===== config.mk =====
export PLATFORM = sky130hd
export DESIGN_NAME = char_lcd_command_decoder
export DESIGN_NICKNAME = d
export VERILOG_FILES = /design/src/char_lcd_pkg.sv /design/src/char_lcd_command_decoder.sv
export SDC_FILE = /design/constraint.sdc
export NUM_CORES = 2
export LEC_CHECK = 0
export BUFFER_PORTS_ARGS = -buffer_cell sky130_fd_sc_hd__buf_2
export CAP_MARGIN = 20
export CORE_MARGIN = 4
export CORE_UTILIZATION = 44
export DETAILED_ROUTE_END_ITERATION = 7
export SLEW_MARGIN = 10
export SYNTH_ARGS = -nofsm -noshare
export SYNTH_HDL_FRONTEND = slang
export SYNTH_SLANG_ARGS = --single-unit
export TNS_END_PERCENT = 10

===== constraint.sdc =====
create_clock -name clock -period 8.34 [get_ports clock]
set_input_delay 1.251 -clock clock [delete_from_list [all_inputs] [get_ports clock]]
set_output_delay 1.251 -clock clock [all_outputs]
set_load 0.05 [all_outputs]

===== src/char_lcd_pkg.sv =====
// Purpose: Shared constants and types of the decoder.
// Assumes: 200 MHz clock; 270 kHz oscillator timing.
// Notes: Long counts become module parameters.
package char_lcd_pkg;

   // Clock period, execution and blink times.
   localparam int CLK_PERIOD_NS = 5;
   localparam int T_CLEAR_NS = 1530000;
   localparam int T_CTRL_NS = 39000;
   localparam int T_DATA_NS = 43000;
   localparam int T_BLINK_NS = 370000000;

   // Least times round up to whole cycles.
   localparam int CLEAR_CYC = (T_CLEAR_NS + CLK_PERIOD_NS - 1) / CLK_PERIOD_NS;
   localparam int CTRL_CYC = (T_CTRL_NS + CLK_PERIOD_NS - 1) / CLK_PERIOD_NS;
   localparam int DATA_CYC = (T_DATA_NS + CLK_PERIOD_NS - 1) / CLK_PERIOD_NS;
   localparam int BLINK_CYC = (T_BLINK_NS + CLK_PERIOD_NS - 1) / CLK_PERIOD_NS;

   // Memory sizes, fill code and pointer reset value.
   localparam int CHAR_DEPTH = 128;
   localparam int GLYPH_DEPTH = 64;
   localparam int ICON_DEPTH = 16;
   localparam logic [7:0] SPACE_CODE = 8'h20;
   localparam logic [6:0] AC_RESET = 7'h00;

   // Line boundaries of the character memory address map.
   localparam logic [6:0] ONE_LINE_LAST = 7'h4F;
   localparam logic [6:0] TWO_L1_LAST = 7'h27;
   localparam logic [6:0] TWO_L2_FIRST = 7'h40;
   localparam logic [6:0] TWO_L2_LAST = 7'h67;
   localparam logic [4:0] FOUR_POS_LAST = 5'h13;

   typedef enum logic [1:0] {
      MEM_CHAR = 2'b00,
      MEM_GLYPH = 2'b01,
      MEM_ICON = 2'b10
   } mem_sel_t;

   typedef struct packed {
      logic display_on;
      logic cursor_on;
      logic blink_on;
      logic font_width_sel;
      logic cursor_invert_en;
      logic four_line_mode;
      logic two_line;
      logic bus_width_sel;
      logic ext_page_sel;
      logic glyph_flash_en;
      logic low_power_mode;
      logic entry_inc;
      logic auto_shift;
      logic [5:0] scroll_amount;
      logic [3:0] scroll_line_en;
   } disp_cfg_t;

   localparam disp_cfg_t CFG_RESET = '{bus_width_sel: 1'b1, entry_inc: 1'b1, default: '0};

   // Steps a character address, wrapping at line ends.
   function automatic logic [6:0] char_step(logic [6:0] a, logic inc, logic four,
                                             logic two);
      logic [6:0] n;
      n = inc ? a + 7'h01 : a - 7'h01;
      if (four) begin
         if (inc && a[4:0] >= FOUR_POS_LAST) n = {a[6:5] + 2'b01, 5'h00};
         else if (!inc && a[4:0] == 5'h00) n = {a[6:5] - 2'b01, FOUR_POS_LAST};
      end else if (two) begin
         if (inc && a == TWO_L1_LAST) n = TWO_L2_FIRST;
         else if (inc && a == TWO_L2_LAST) n = AC_RESET;
         else if (!inc && a == AC_RESET) n = TWO_L2_LAST;
         else if (!inc && a == TWO_L2_FIRST) n = TWO_L1_LAST;
      end else begin
         if (inc && a == ONE_LINE_LAST) n = AC_RESET;
         else if (!inc && a == AC_RESET) n = ONE_LINE_LAST;
      end
      return n;
   endfunction

endpackage


===== src/char_lcd_command_decoder.sv =====
// Purpose: Instruction decoder of a character display controller.
//    Host side of the 4/8-bit bus.
// Assumes: Asynchronous bus pins; one 200 MHz clock.
// Notes: Display-side read ports expose the character and glyph memories.

// What this block does
// - Clear fills spaces, zeroes pointer.
// - Home zeroes pointer and shift.
// - Accesses step the pointer.
// - Auto-shift on character writes.
// - Display, cursor, blink bits.
// - Blink alternates the cursor.
// - Six-dot width, slower execution.
// - Inversion overrides cursor and blink.
// - Four-line mode overrides line count.
// - Shift moves cursor or display.
// - Cursor wraps at line ends.
// - Per-line scroll enables.
// - Function set loads width, lines.
// - Function set with page bit loads flash, low power.
// - Page bit picks glyph or icon.
// - Top-bit code loads address.
// - Extended top-bit loads scroll.
// - Status read gives busy, pointer.
// - Data write stores, steps pointer.
// - Clear and home run long.
// - Read buffer preload, stale first read.
// - Four-bit mode, high nibble first.
module char_lcd_command_decoder import char_lcd_pkg::*; #(
   parameter int CLEAR_CYCLES = CLEAR_CYC,
   parameter int CTRL_CYCLES = CTRL_CYC,
   parameter int DATA_CYCLES = DATA_CYC,
   parameter int BLINK_CYCLES = BLINK_CYC
) (
   input wire logic clock,
   input wire logic rst,
   input wire logic enable_strobe,
   input wire logic reg_select,
   input wire logic read_not_write,
   input wire logic [7:0] db_in,
   output logic [7:0] db_out,
   output logic db_oe_n,
   input wire logic [6:0] char_rd_addr,
   output logic [7:0] char_rd_data,
   input wire logic [5:0] glyph_rd_addr,
   output logic [5:0] glyph_row,
   output disp_cfg_t disp_cfg,
   output logic [2:0] active_lines,
   output logic [23:0] line_scroll,
   output logic [6:0] display_shift,
   output logic [6:0] address_pointer,
   output logic busy_flag,
   output logic cursor_all_dots,
   output logic cursor_inverted,
   output logic cursor_underline
);

   // Refuse unusable timings.
   initial begin
      if (CLEAR_CYCLES < CHAR_DEPTH || CTRL_CYCLES < 1 || DATA_CYCLES < 1 ||
          BLINK_CYCLES < 1) begin
         $error("char_lcd_command_decoder: cycle counts too small");
      end
   end

   logic e_s1_q, e_s2_q, e_s3_q;
   logic rs_s1_q, rs_s2_q, rw_s1_q, rw_s2_q;
   logic [7:0] db_s1_q, db_s2_q;
   logic rs_h_q, rw_h_q;
   logic [7:0] db_h_q;
   logic nibble_q;
   logic [3:0] hi_q;
   disp_cfg_t cfg_q;
   mem_sel_t mem_sel_q;
   logic [6:0] ac_q, shift_q;
   logic [31:0] busy_cnt_q;
   logic clear_act_q;
   logic [6:0] clear_idx_q;
   logic preload_q;
   logic [7:0] read_buf_q;
   logic [31:0] blink_cnt_q;
   logic blink_phase_q;
   logic [7:0] char_mem [CHAR_DEPTH];
   logic [7:0] glyph_mem [GLYPH_DEPTH];
   logic [7:0] icon_mem [ICON_DEPTH];

   logic take, rise, byte_done, busy, re;
   logic wr_instr, wr_data, rd_data;
   logic [7:0] op;
   logic is_clear, is_home, is_entry, is_disp, is_extfn, is_shift;
   logic is_scren, is_func, is_cgaddr, is_segaddr, is_ddaddr, is_sq;
   logic [31:0] exec_cyc;

   // Steps the pointer in the selected memory.
   function automatic logic [6:0] step_any(mem_sel_t s, logic [6:0] a, logic inc,
                                            logic four, logic two);
      logic [6:0] n;
      n = inc ? a + 7'h01 : a - 7'h01;
      case (s)
         MEM_CHAR: step_any = char_step(a, inc, four, two);
         MEM_GLYPH: step_any = {1'b0, n[5:0]};
         MEM_ICON: step_any = {3'b000, n[3:0]};
         default: step_any = a;
      endcase
   endfunction

   // Two-stage synchronisers for the bus pins.
   always_ff @(posedge clock) begin
      if (rst) begin
         e_s1_q <= 1'b0;
         e_s2_q <= 1'b0;
         e_s3_q <= 1'b0;
         rs_s1_q <= 1'b0;
         rs_s2_q <= 1'b0;
         rw_s1_q <= 1'b0;
         rw_s2_q <= 1'b0;
         db_s1_q <= 8'h00;
         db_s2_q <= 8'h00;
      end else begin
         e_s1_q <= enable_strobe;
         e_s2_q <= e_s1_q;
         e_s3_q <= e_s2_q;
         rs_s1_q <= reg_select;
         rs_s2_q <= rs_s1_q;
         rw_s1_q <= read_not_write;
         rw_s2_q <= rw_s1_q;
         db_s1_q <= db_in;
         db_s2_q <= db_s1_q;
      end
   end

   // Bus values held while the strobe is high.
   always_ff @(posedge clock) begin
      if (rst) begin
         rs_h_q <= 1'b0;
         rw_h_q <= 1'b0;
         db_h_q <= 8'h00;
      end else if (e_s2_q) begin
         rs_h_q <= rs_s2_q;
         rw_h_q <= rw_s2_q;
         db_h_q <= db_s2_q;
      end
   end

   // Strobe edges and decode.
   assign take = e_s3_q & ~e_s2_q;
   assign rise = e_s2_q & ~e_s3_q;
   assign byte_done = take & (cfg_q.bus_width_sel | nibble_q);
   assign op = cfg_q.bus_width_sel ? db_h_q : {hi_q, db_h_q[7:4]};
   assign busy = (busy_cnt_q != 32'h0) | clear_act_q;
   assign re = cfg_q.ext_page_sel;
   assign wr_instr = byte_done & ~rw_h_q & ~rs_h_q & ~busy;
   assign wr_data = byte_done & ~rw_h_q & rs_h_q & ~busy;
   assign rd_data = byte_done & rw_h_q & rs_h_q & ~busy;
   assign is_clear = op == 8'h01;
   assign is_home = op[7:1] == 7'h01;
   assign is_entry = op[7:2] == 6'h01;
   assign is_disp = op[7:3] == 5'h01 && !re;
   assign is_extfn = op[7:3] == 5'h01 && re;
   assign is_shift = op[7:4] == 4'h1 && !re;
   assign is_scren = op[7:4] == 4'h1 && re;
   assign is_func = op[7:5] == 3'h1;
   assign is_cgaddr = op[7:6] == 2'h1 && !re;
   assign is_segaddr = op[7:6] == 2'h1 && re;
   assign is_ddaddr = op[7] && !re;
   assign is_sq = op[7] && re;

   // Execution time with width and power stretch.
   always_comb begin
      int base;
      base = CTRL_CYCLES;
      if (rd_data || wr_data) base = DATA_CYCLES;
      else if (is_clear || is_home) base = CLEAR_CYCLES;
      if (cfg_q.font_width_sel) base = base * 6 / 5;
      if (cfg_q.low_power_mode) base = base * ((active_lines == 3'd1) ? 4 : 2);
      exec_cyc = 32'(base);
   end

   // Nibble pairing.
   always_ff @(posedge clock) begin
      if (rst) begin
         nibble_q <= 1'b0;
         hi_q <= 4'h0;
      end else if (take && !cfg_q.bus_width_sel) begin
         nibble_q <= ~nibble_q;
         if (!nibble_q) hi_q <= db_h_q[7:4];
      end else if (cfg_q.bus_width_sel) begin
         nibble_q <= 1'b0;
      end
   end

   // Mode bits.
   always_ff @(posedge clock) begin
      if (rst) begin
         cfg_q <= CFG_RESET;
      end else if (wr_instr) begin
         if (is_clear) cfg_q.entry_inc <= 1'b1;
         if (is_entry) begin
            cfg_q.entry_inc <= op[1];
            cfg_q.auto_shift <= op[0];
         end
         if (is_disp) begin
            cfg_q.display_on <= op[2];
            cfg_q.cursor_on <= op[1];
            cfg_q.blink_on <= op[0];
         end
         if (is_extfn) begin
            cfg_q.font_width_sel <= op[2];
            cfg_q.cursor_invert_en <= op[1];
            cfg_q.four_line_mode <= op[0];
         end
         if (is_scren) cfg_q.scroll_line_en <= op[3:0];
         if (is_sq) cfg_q.scroll_amount <= op[5:0];
         if (is_func) begin
            cfg_q.bus_width_sel <= op[4];
            cfg_q.two_line <= op[3];
            cfg_q.ext_page_sel <= op[2];
            if (op[2]) begin
               cfg_q.glyph_flash_en <= op[1];
               cfg_q.low_power_mode <= op[0];
            end
         end
      end
   end

   // Pointer, memory select and shift.
   always_ff @(posedge clock) begin
      if (rst) begin
         ac_q <= AC_RESET;
         mem_sel_q <= MEM_CHAR;
         shift_q <= 7'h00;
      end else if (wr_instr) begin
         if (is_clear || is_home) begin
            ac_q <= AC_RESET;
            mem_sel_q <= MEM_CHAR;
            shift_q <= 7'h00;
         end
         if (is_shift && !op[3]) begin
            ac_q <= char_step(ac_q, op[2], cfg_q.four_line_mode,
                              cfg_q.two_line);
            mem_sel_q <= MEM_CHAR;
         end
         if (is_shift && op[3]) shift_q <= op[2] ? shift_q - 7'h01 : shift_q + 7'h01;
         if (is_cgaddr) begin
            ac_q <= {1'b0, op[5:0]};
            mem_sel_q <= MEM_GLYPH;
         end
         if (is_segaddr) begin
            ac_q <= {3'b000, op[3:0]};
            mem_sel_q <= MEM_ICON;
         end
         if (is_ddaddr) begin
            ac_q <= op[6:0];
            mem_sel_q <= MEM_CHAR;
         end
      end else if (wr_data || rd_data) begin
         ac_q <= step_any(mem_sel_q, ac_q, cfg_q.entry_inc, cfg_q.four_line_mode,
                          cfg_q.two_line);
         if (wr_data && cfg_q.auto_shift && mem_sel_q == MEM_CHAR) begin
            shift_q <= cfg_q.entry_inc ? shift_q + 7'h01 : shift_q - 7'h01;
         end
      end
   end

   // Busy timer.
   always_ff @(posedge clock) begin
      if (rst) begin
         busy_cnt_q <= 32'h0;
      end else if (wr_instr || wr_data || rd_data) begin
         busy_cnt_q <= exec_cyc;
      end else if (busy_cnt_q != 32'h0) begin
         busy_cnt_q <= busy_cnt_q - 32'h1;
      end
   end

   // Clear sweep of character memory.
   always_ff @(posedge clock) begin
      if (rst) begin
         clear_act_q <= 1'b0;
         clear_idx_q <= 7'h00;
      end else if (wr_instr && is_clear) begin
         clear_act_q <= 1'b1;
         clear_idx_q <= 7'h00;
      end else if (clear_act_q) begin
         clear_idx_q <= clear_idx_q + 7'h01;
         if (clear_idx_q == 7'(CHAR_DEPTH - 1)) clear_act_q <= 1'b0;
      end
   end

   // Memory writes.
   always_ff @(posedge clock) begin
      if (clear_act_q) begin
         char_mem[clear_idx_q] <= SPACE_CODE;
      end else if (wr_data) begin
         case (mem_sel_q)
            MEM_CHAR: char_mem[ac_q] <= op;
            MEM_GLYPH: glyph_mem[ac_q[5:0]] <= op;
            MEM_ICON: icon_mem[ac_q[3:0]] <= op;
            default: ;
         endcase
      end
   end

   // Read buffer reload after reads and address sets; data writes skip it.
   always_ff @(posedge clock) begin
      if (rst) begin
         preload_q <= 1'b0;
         read_buf_q <= 8'h00;
      end else begin
         preload_q <= rd_data | (wr_instr & (is_cgaddr | is_segaddr | is_ddaddr |
                      (is_shift & ~op[3])));
         if (preload_q) begin
            case (mem_sel_q)
               MEM_CHAR: read_buf_q <= char_mem[ac_q];
               MEM_GLYPH: read_buf_q <= glyph_mem[ac_q[5:0]];
               MEM_ICON: read_buf_q <= icon_mem[ac_q[3:0]];
               default: read_buf_q <= 8'h00;
            endcase
         end
      end
   end

   // Read data on the rising strobe.
   always_ff @(posedge clock) begin
      logic [7:0] v;
      v = rs_s2_q ? read_buf_q : {busy, ac_q};
      if (rst) begin
         db_out <= 8'h00;
      end else if (rise && rw_s2_q) begin
         if (cfg_q.bus_width_sel) db_out <= v;
         else db_out <= nibble_q ? {v[3:0], 4'h0} : {v[7:4], 4'h0};
      end
   end

   assign db_oe_n = ~(e_s2_q & rw_s2_q);

   // Blink and inversion phase timer.
   always_ff @(posedge clock) begin
      if (rst) begin
         blink_cnt_q <= 32'h0;
         blink_phase_q <= 1'b0;
      end else if (blink_cnt_q == 32'(BLINK_CYCLES - 1)) begin
         blink_cnt_q <= 32'h0;
         blink_phase_q <= ~blink_phase_q;
      end else begin
         blink_cnt_q <= blink_cnt_q + 32'h1;
      end
   end

   // Cursor appearance.
   always_ff @(posedge clock) begin
      if (rst) begin
         cursor_all_dots <= 1'b0;
         cursor_inverted <= 1'b0;
         cursor_underline <= 1'b0;
      end else begin
         cursor_all_dots <= cfg_q.display_on & ~cfg_q.cursor_invert_en &
                            cfg_q.blink_on & blink_phase_q;
         cursor_inverted <= cfg_q.display_on & cfg_q.cursor_invert_en &
                            blink_phase_q;
         cursor_underline <= cfg_q.display_on & ~cfg_q.cursor_invert_en &
                             cfg_q.cursor_on;
      end
   end

   // Line count, scroll and display reads.
   always_ff @(posedge clock) begin
      if (rst) begin
         active_lines <= 3'd1;
         line_scroll <= 24'h0;
         char_rd_data <= 8'h00;
         glyph_row <= 6'h00;
      end else begin
         active_lines <= cfg_q.four_line_mode ? 3'd4 :
                         (cfg_q.two_line ? 3'd2 : 3'd1);
         for (int i = 0; i < 4; i++) begin
            line_scroll[i*6 +: 6] <= cfg_q.scroll_line_en[i] ?
                                     cfg_q.scroll_amount : 6'h00;
         end
         char_rd_data <= char_mem[char_rd_addr];
         glyph_row <= cfg_q.font_width_sel ? glyph_mem[glyph_rd_addr][5:0] :
                      {1'b0, glyph_mem[glyph_rd_addr][4:0]};
      end
   end

   assign disp_cfg = cfg_q;
   assign address_pointer = ac_q;
   assign display_shift = shift_q;
   assign busy_flag = busy;

endmodule


==> metrics.md <==
| Metric | Value |
|---|---|
| Status | `finished, final reports clean` |
| Startpoint Class | `flop` |
| CTS tree | `built` |
| Overall Global Routing Usage | `between 20% and 30%` |
| Core Util, Final | `49.2%` |
| Total grt overflow | `0` |
| Post-synth EDFFs | `1664` |
| CTS HTree Levels | `4` |
| Hold crit path type | `flop to flop` |
| Core area | `195000 um2` |
| First-pass GRT wire length | `360 mm` |
| Initial Util | `44.3%` |
| Post-route ant nets | `0` |
| Pin count of the biggest net entering global routing | `~130` |
| Drt initial violations | `6759` |
| Final wirelength | `251 mm` |
| Avg Cell Area, Syn | `17.4 um2` |
| IO Pins | `117` |
| FF+latch area | `approximately 54000 um2` |
| Largest area contributor in the synthesized netlist | `edfxtp_1` |
| Pwr Density | `206 nW/um2` |
| Fillers | `between 15k and 20k` |
| Worst Path Required | `9.05 ns` |
| # hold bufs at CTS | `0` |
| Fraction of layout instances using a drive strength above 1 | `28.2%` |
| Remaining DRCs | `0` |
| Setup Skew | `0.0349 ns` |
| Cell family contributing the most delay on the critical path | `adder cells` |
| P_leak | `32.1 nW` |
| Critical path class | `flop to flop` |
| Async SR Flop Fraction | `0%` |
| Syn Std Cell Area | `86600 um2` |
| Critical path arrival | `7.72 ns` |
| Final Power | `19.8 mW` |
| Post_cts resized | `0` |
| Clk slew on worst S/H paths | `~0.070 ns` |
| Slew Limit Fails | `0` |
| Clock latency on the worst-skew pair | `0.83 ns` |
| Synth Net Count | `about 5k` |
| Clock Path Buffers | `3` |
| MaxCap Viol Count | `0` |
| Drt first pass iters | `5` |
| Die width | `~450 um` |
| Multi-input gate area | `30700 um2` |
| # Post-CTS Setup Buffers | `0` |
| Maximum vdd drop | `0.230 mV` |
| Fmax | `~0.14 GHz` |
| Yosys warning count | `0` |
| Least-Margin Pin Slew | `1.26 ns` |
| CP endpoint kind | `flop` |
| Max-Slew Margin vs Limit | `16.1%` |
| Ys flop type | `edfxtp_1` |
| Ant. Diodes | `0` |
| Post-route minimum period | `7.01 ns` |
| Worst-path fanout max | `24` |
| Dpl hpwl | `~160 mm` |
| Initial antenna violation count | `7` |
| Final setup fails | `0` |
| Std-Cell Rows | `roughly 160` |
| Via count | `50.3k` |
| Max stage delay cell, worst path | `or4b_1` |
| Yosys reg bits | `1882` |
| Bufs and invs on worst path | `4` |
| Top cell by count, worst path | `ha_1` |
| Syn-to-layout area delta | `10.9%` |
| WL per Instance | `roughly 32 um` |
| Cells after synthesis | `4966` |
| Critical Path Max Stage Delay | `0.58 ns` |
| Root Buffer Master | `clkbuf_16` |
| Die height | `between 400 and 500 um` |
| Sum of negative setup slack | `0 ns` |
| Post-synthesis cell type count | `109` |
| Die area | `about 200000 um2` |
| RSZ-0062 raised after global routing | `no` |
| Register area share after synthesis | `62.7%` |
| DR vias/cell | `around 6.4` |
| Top post-synthesis cells by area | `edfxtp_1 58%, mux4_2 21%, dfxtp_1 5.0%, nor2_1 1.6%, mux2i_1 1.6%` |
| Fin crit share | `84.1%` |
| Via count of the first global-routing pass | `49.6k` |
| Endpoints failing hold | `0` |
| I/O Buffers | `116` |
| Nets | `5059` |
| Placer Congestion | `0.881` |
| TritonCTS Buffers | `191` |
| Share of the synthesized area in the top cell type | `57.7%` |
| Clock sink total | `1882` |
## cell usage in the layout, fill, tap and decap left out, types with 34 or more instances in the layout
cell,Yosys,routed
mux2i_1,140,139
a22o_1,46,46
a21oi_1,110,110
dfxtp_1,218,214
nand2_1,150,149
o21ai_0,73,73
xnor2_1,44,44
clkbuf_1,201,44
nor2b_1,47,45
and2_1,53,50
edfxtp_1,1664,1664
mux4_2,824,824
clkbuf_16,0,195
clkinv_1,3,39
nand3_1,65,65
buf_4,7,92
buf_2,96,110
nor2_1,376,368
nor3_1,64,61
a22oi_1,119,118
o22ai_1,34,34
## power by group
group	internal, mW	switching (mW)	total, mW
sequential	10.2	0.0828	10.3
clock	4.81	3.68	8.49
combinational	0.419	0.635	1.05
total	15.4	4.40	19.8
## per-layer routing
layer | part of all wire, % | wire length (um) | global-route usage, %
met2 | 47 | 117000 | 37.8
met1 | 41 | 102000 | 35.2
met3 | 9.1 | 22900 | 4.33
met4 | 3.4 | 8530 | 7.64
met5 | 0.0084 | 21 | 0
## synthesized netlist by cell type (64+ instances only)
cell,count
a21oi_1,110
a22oi_1,119
buf_2,96
clkbuf_1,201
dfxtp_1,218
edfxtp_1,1664
mux2i_1,140
mux4_2,824
nand2_1,150
nand3_1,65
nor2_1,376
nor3_1,64
o21ai_0,73
## final cells by class
type / count / area share, %
clock inverters: 104 / 0.981
clock buffers: 253 / 5.42
multi-input cells: 2680 / 32.0
repair buffers: 212 / 1.48
inverters: 41 / 0.160
well taps: 2624 / 3.42
flip-flops and latches: 1882 / 56.6
## per-stage QoR
step	worst slack, ns	area, um2	cells	hold WS, ns
6_report	1.33	96100	7796	0.433
4_1_cts	1.43	96000	7793	0.432
3_5_place_dp	1.45	89900	7436	0.422
3_3_place_gp	1.58	89900	7435	0.419
2_1_floorplan	2.41	86600	4966	0.414
5_1_grt	1.02	96100	7796	0.458
## registers in the layout, summed over array words and instances (netlist names), 22 cells and up, named ones only
register / count
blink_cnt_q: 32
line_scroll: 24
glyph_mem: 512
disp_cfg: 22
char_mem: 1024
busy_cnt_q: 32
icon_mem: 128
## final timing paths
check / startpoint / endpoint / slack, ns / cells past startpoint
worst max-delay path: disp_cfg[15]$_SDFFE_PP1P_ / busy_cnt_q[6]$_SDFFE_PP0P_ / 1.33 / 25
worst min-delay path: db_s1_q[1]$_SDFF_PP0_ / db_s2_q[1]$_SDFF_PP0_ / 0.43 / 1
worst max register to register: disp_cfg[15]$_SDFFE_PP1P_ / busy_cnt_q[6]$_SDFFE_PP0P_ / 1.33 / 25
worst min register to register: db_s1_q[1]$_SDFF_PP0_ / db_s2_q[1]$_SDFF_PP0_ / 0.43 / 1
## cells by family (layout without fill, tap and decap cells)
| kind of cell | count (synthesis) | count (layout) | synth area share (%) |
|---|---|---|---|
| AOI/OAI and AO/OA | 613 | 613 | 5.12 |
| muxes | 983 | 983 | 23.3 |
| adders and majority gates | 26 | 26 | 0.373 |
| buffers and inverters | 404 | 610 | 1.98 |
| and+or+nand+nor | 981 | 981 | 5.71 |
| DFF | 1882 | 1882 | 62.7 |
| xor gates and xnor gates | 77 | 77 | 0.779 |
Power figures use the tool's default switching activity.
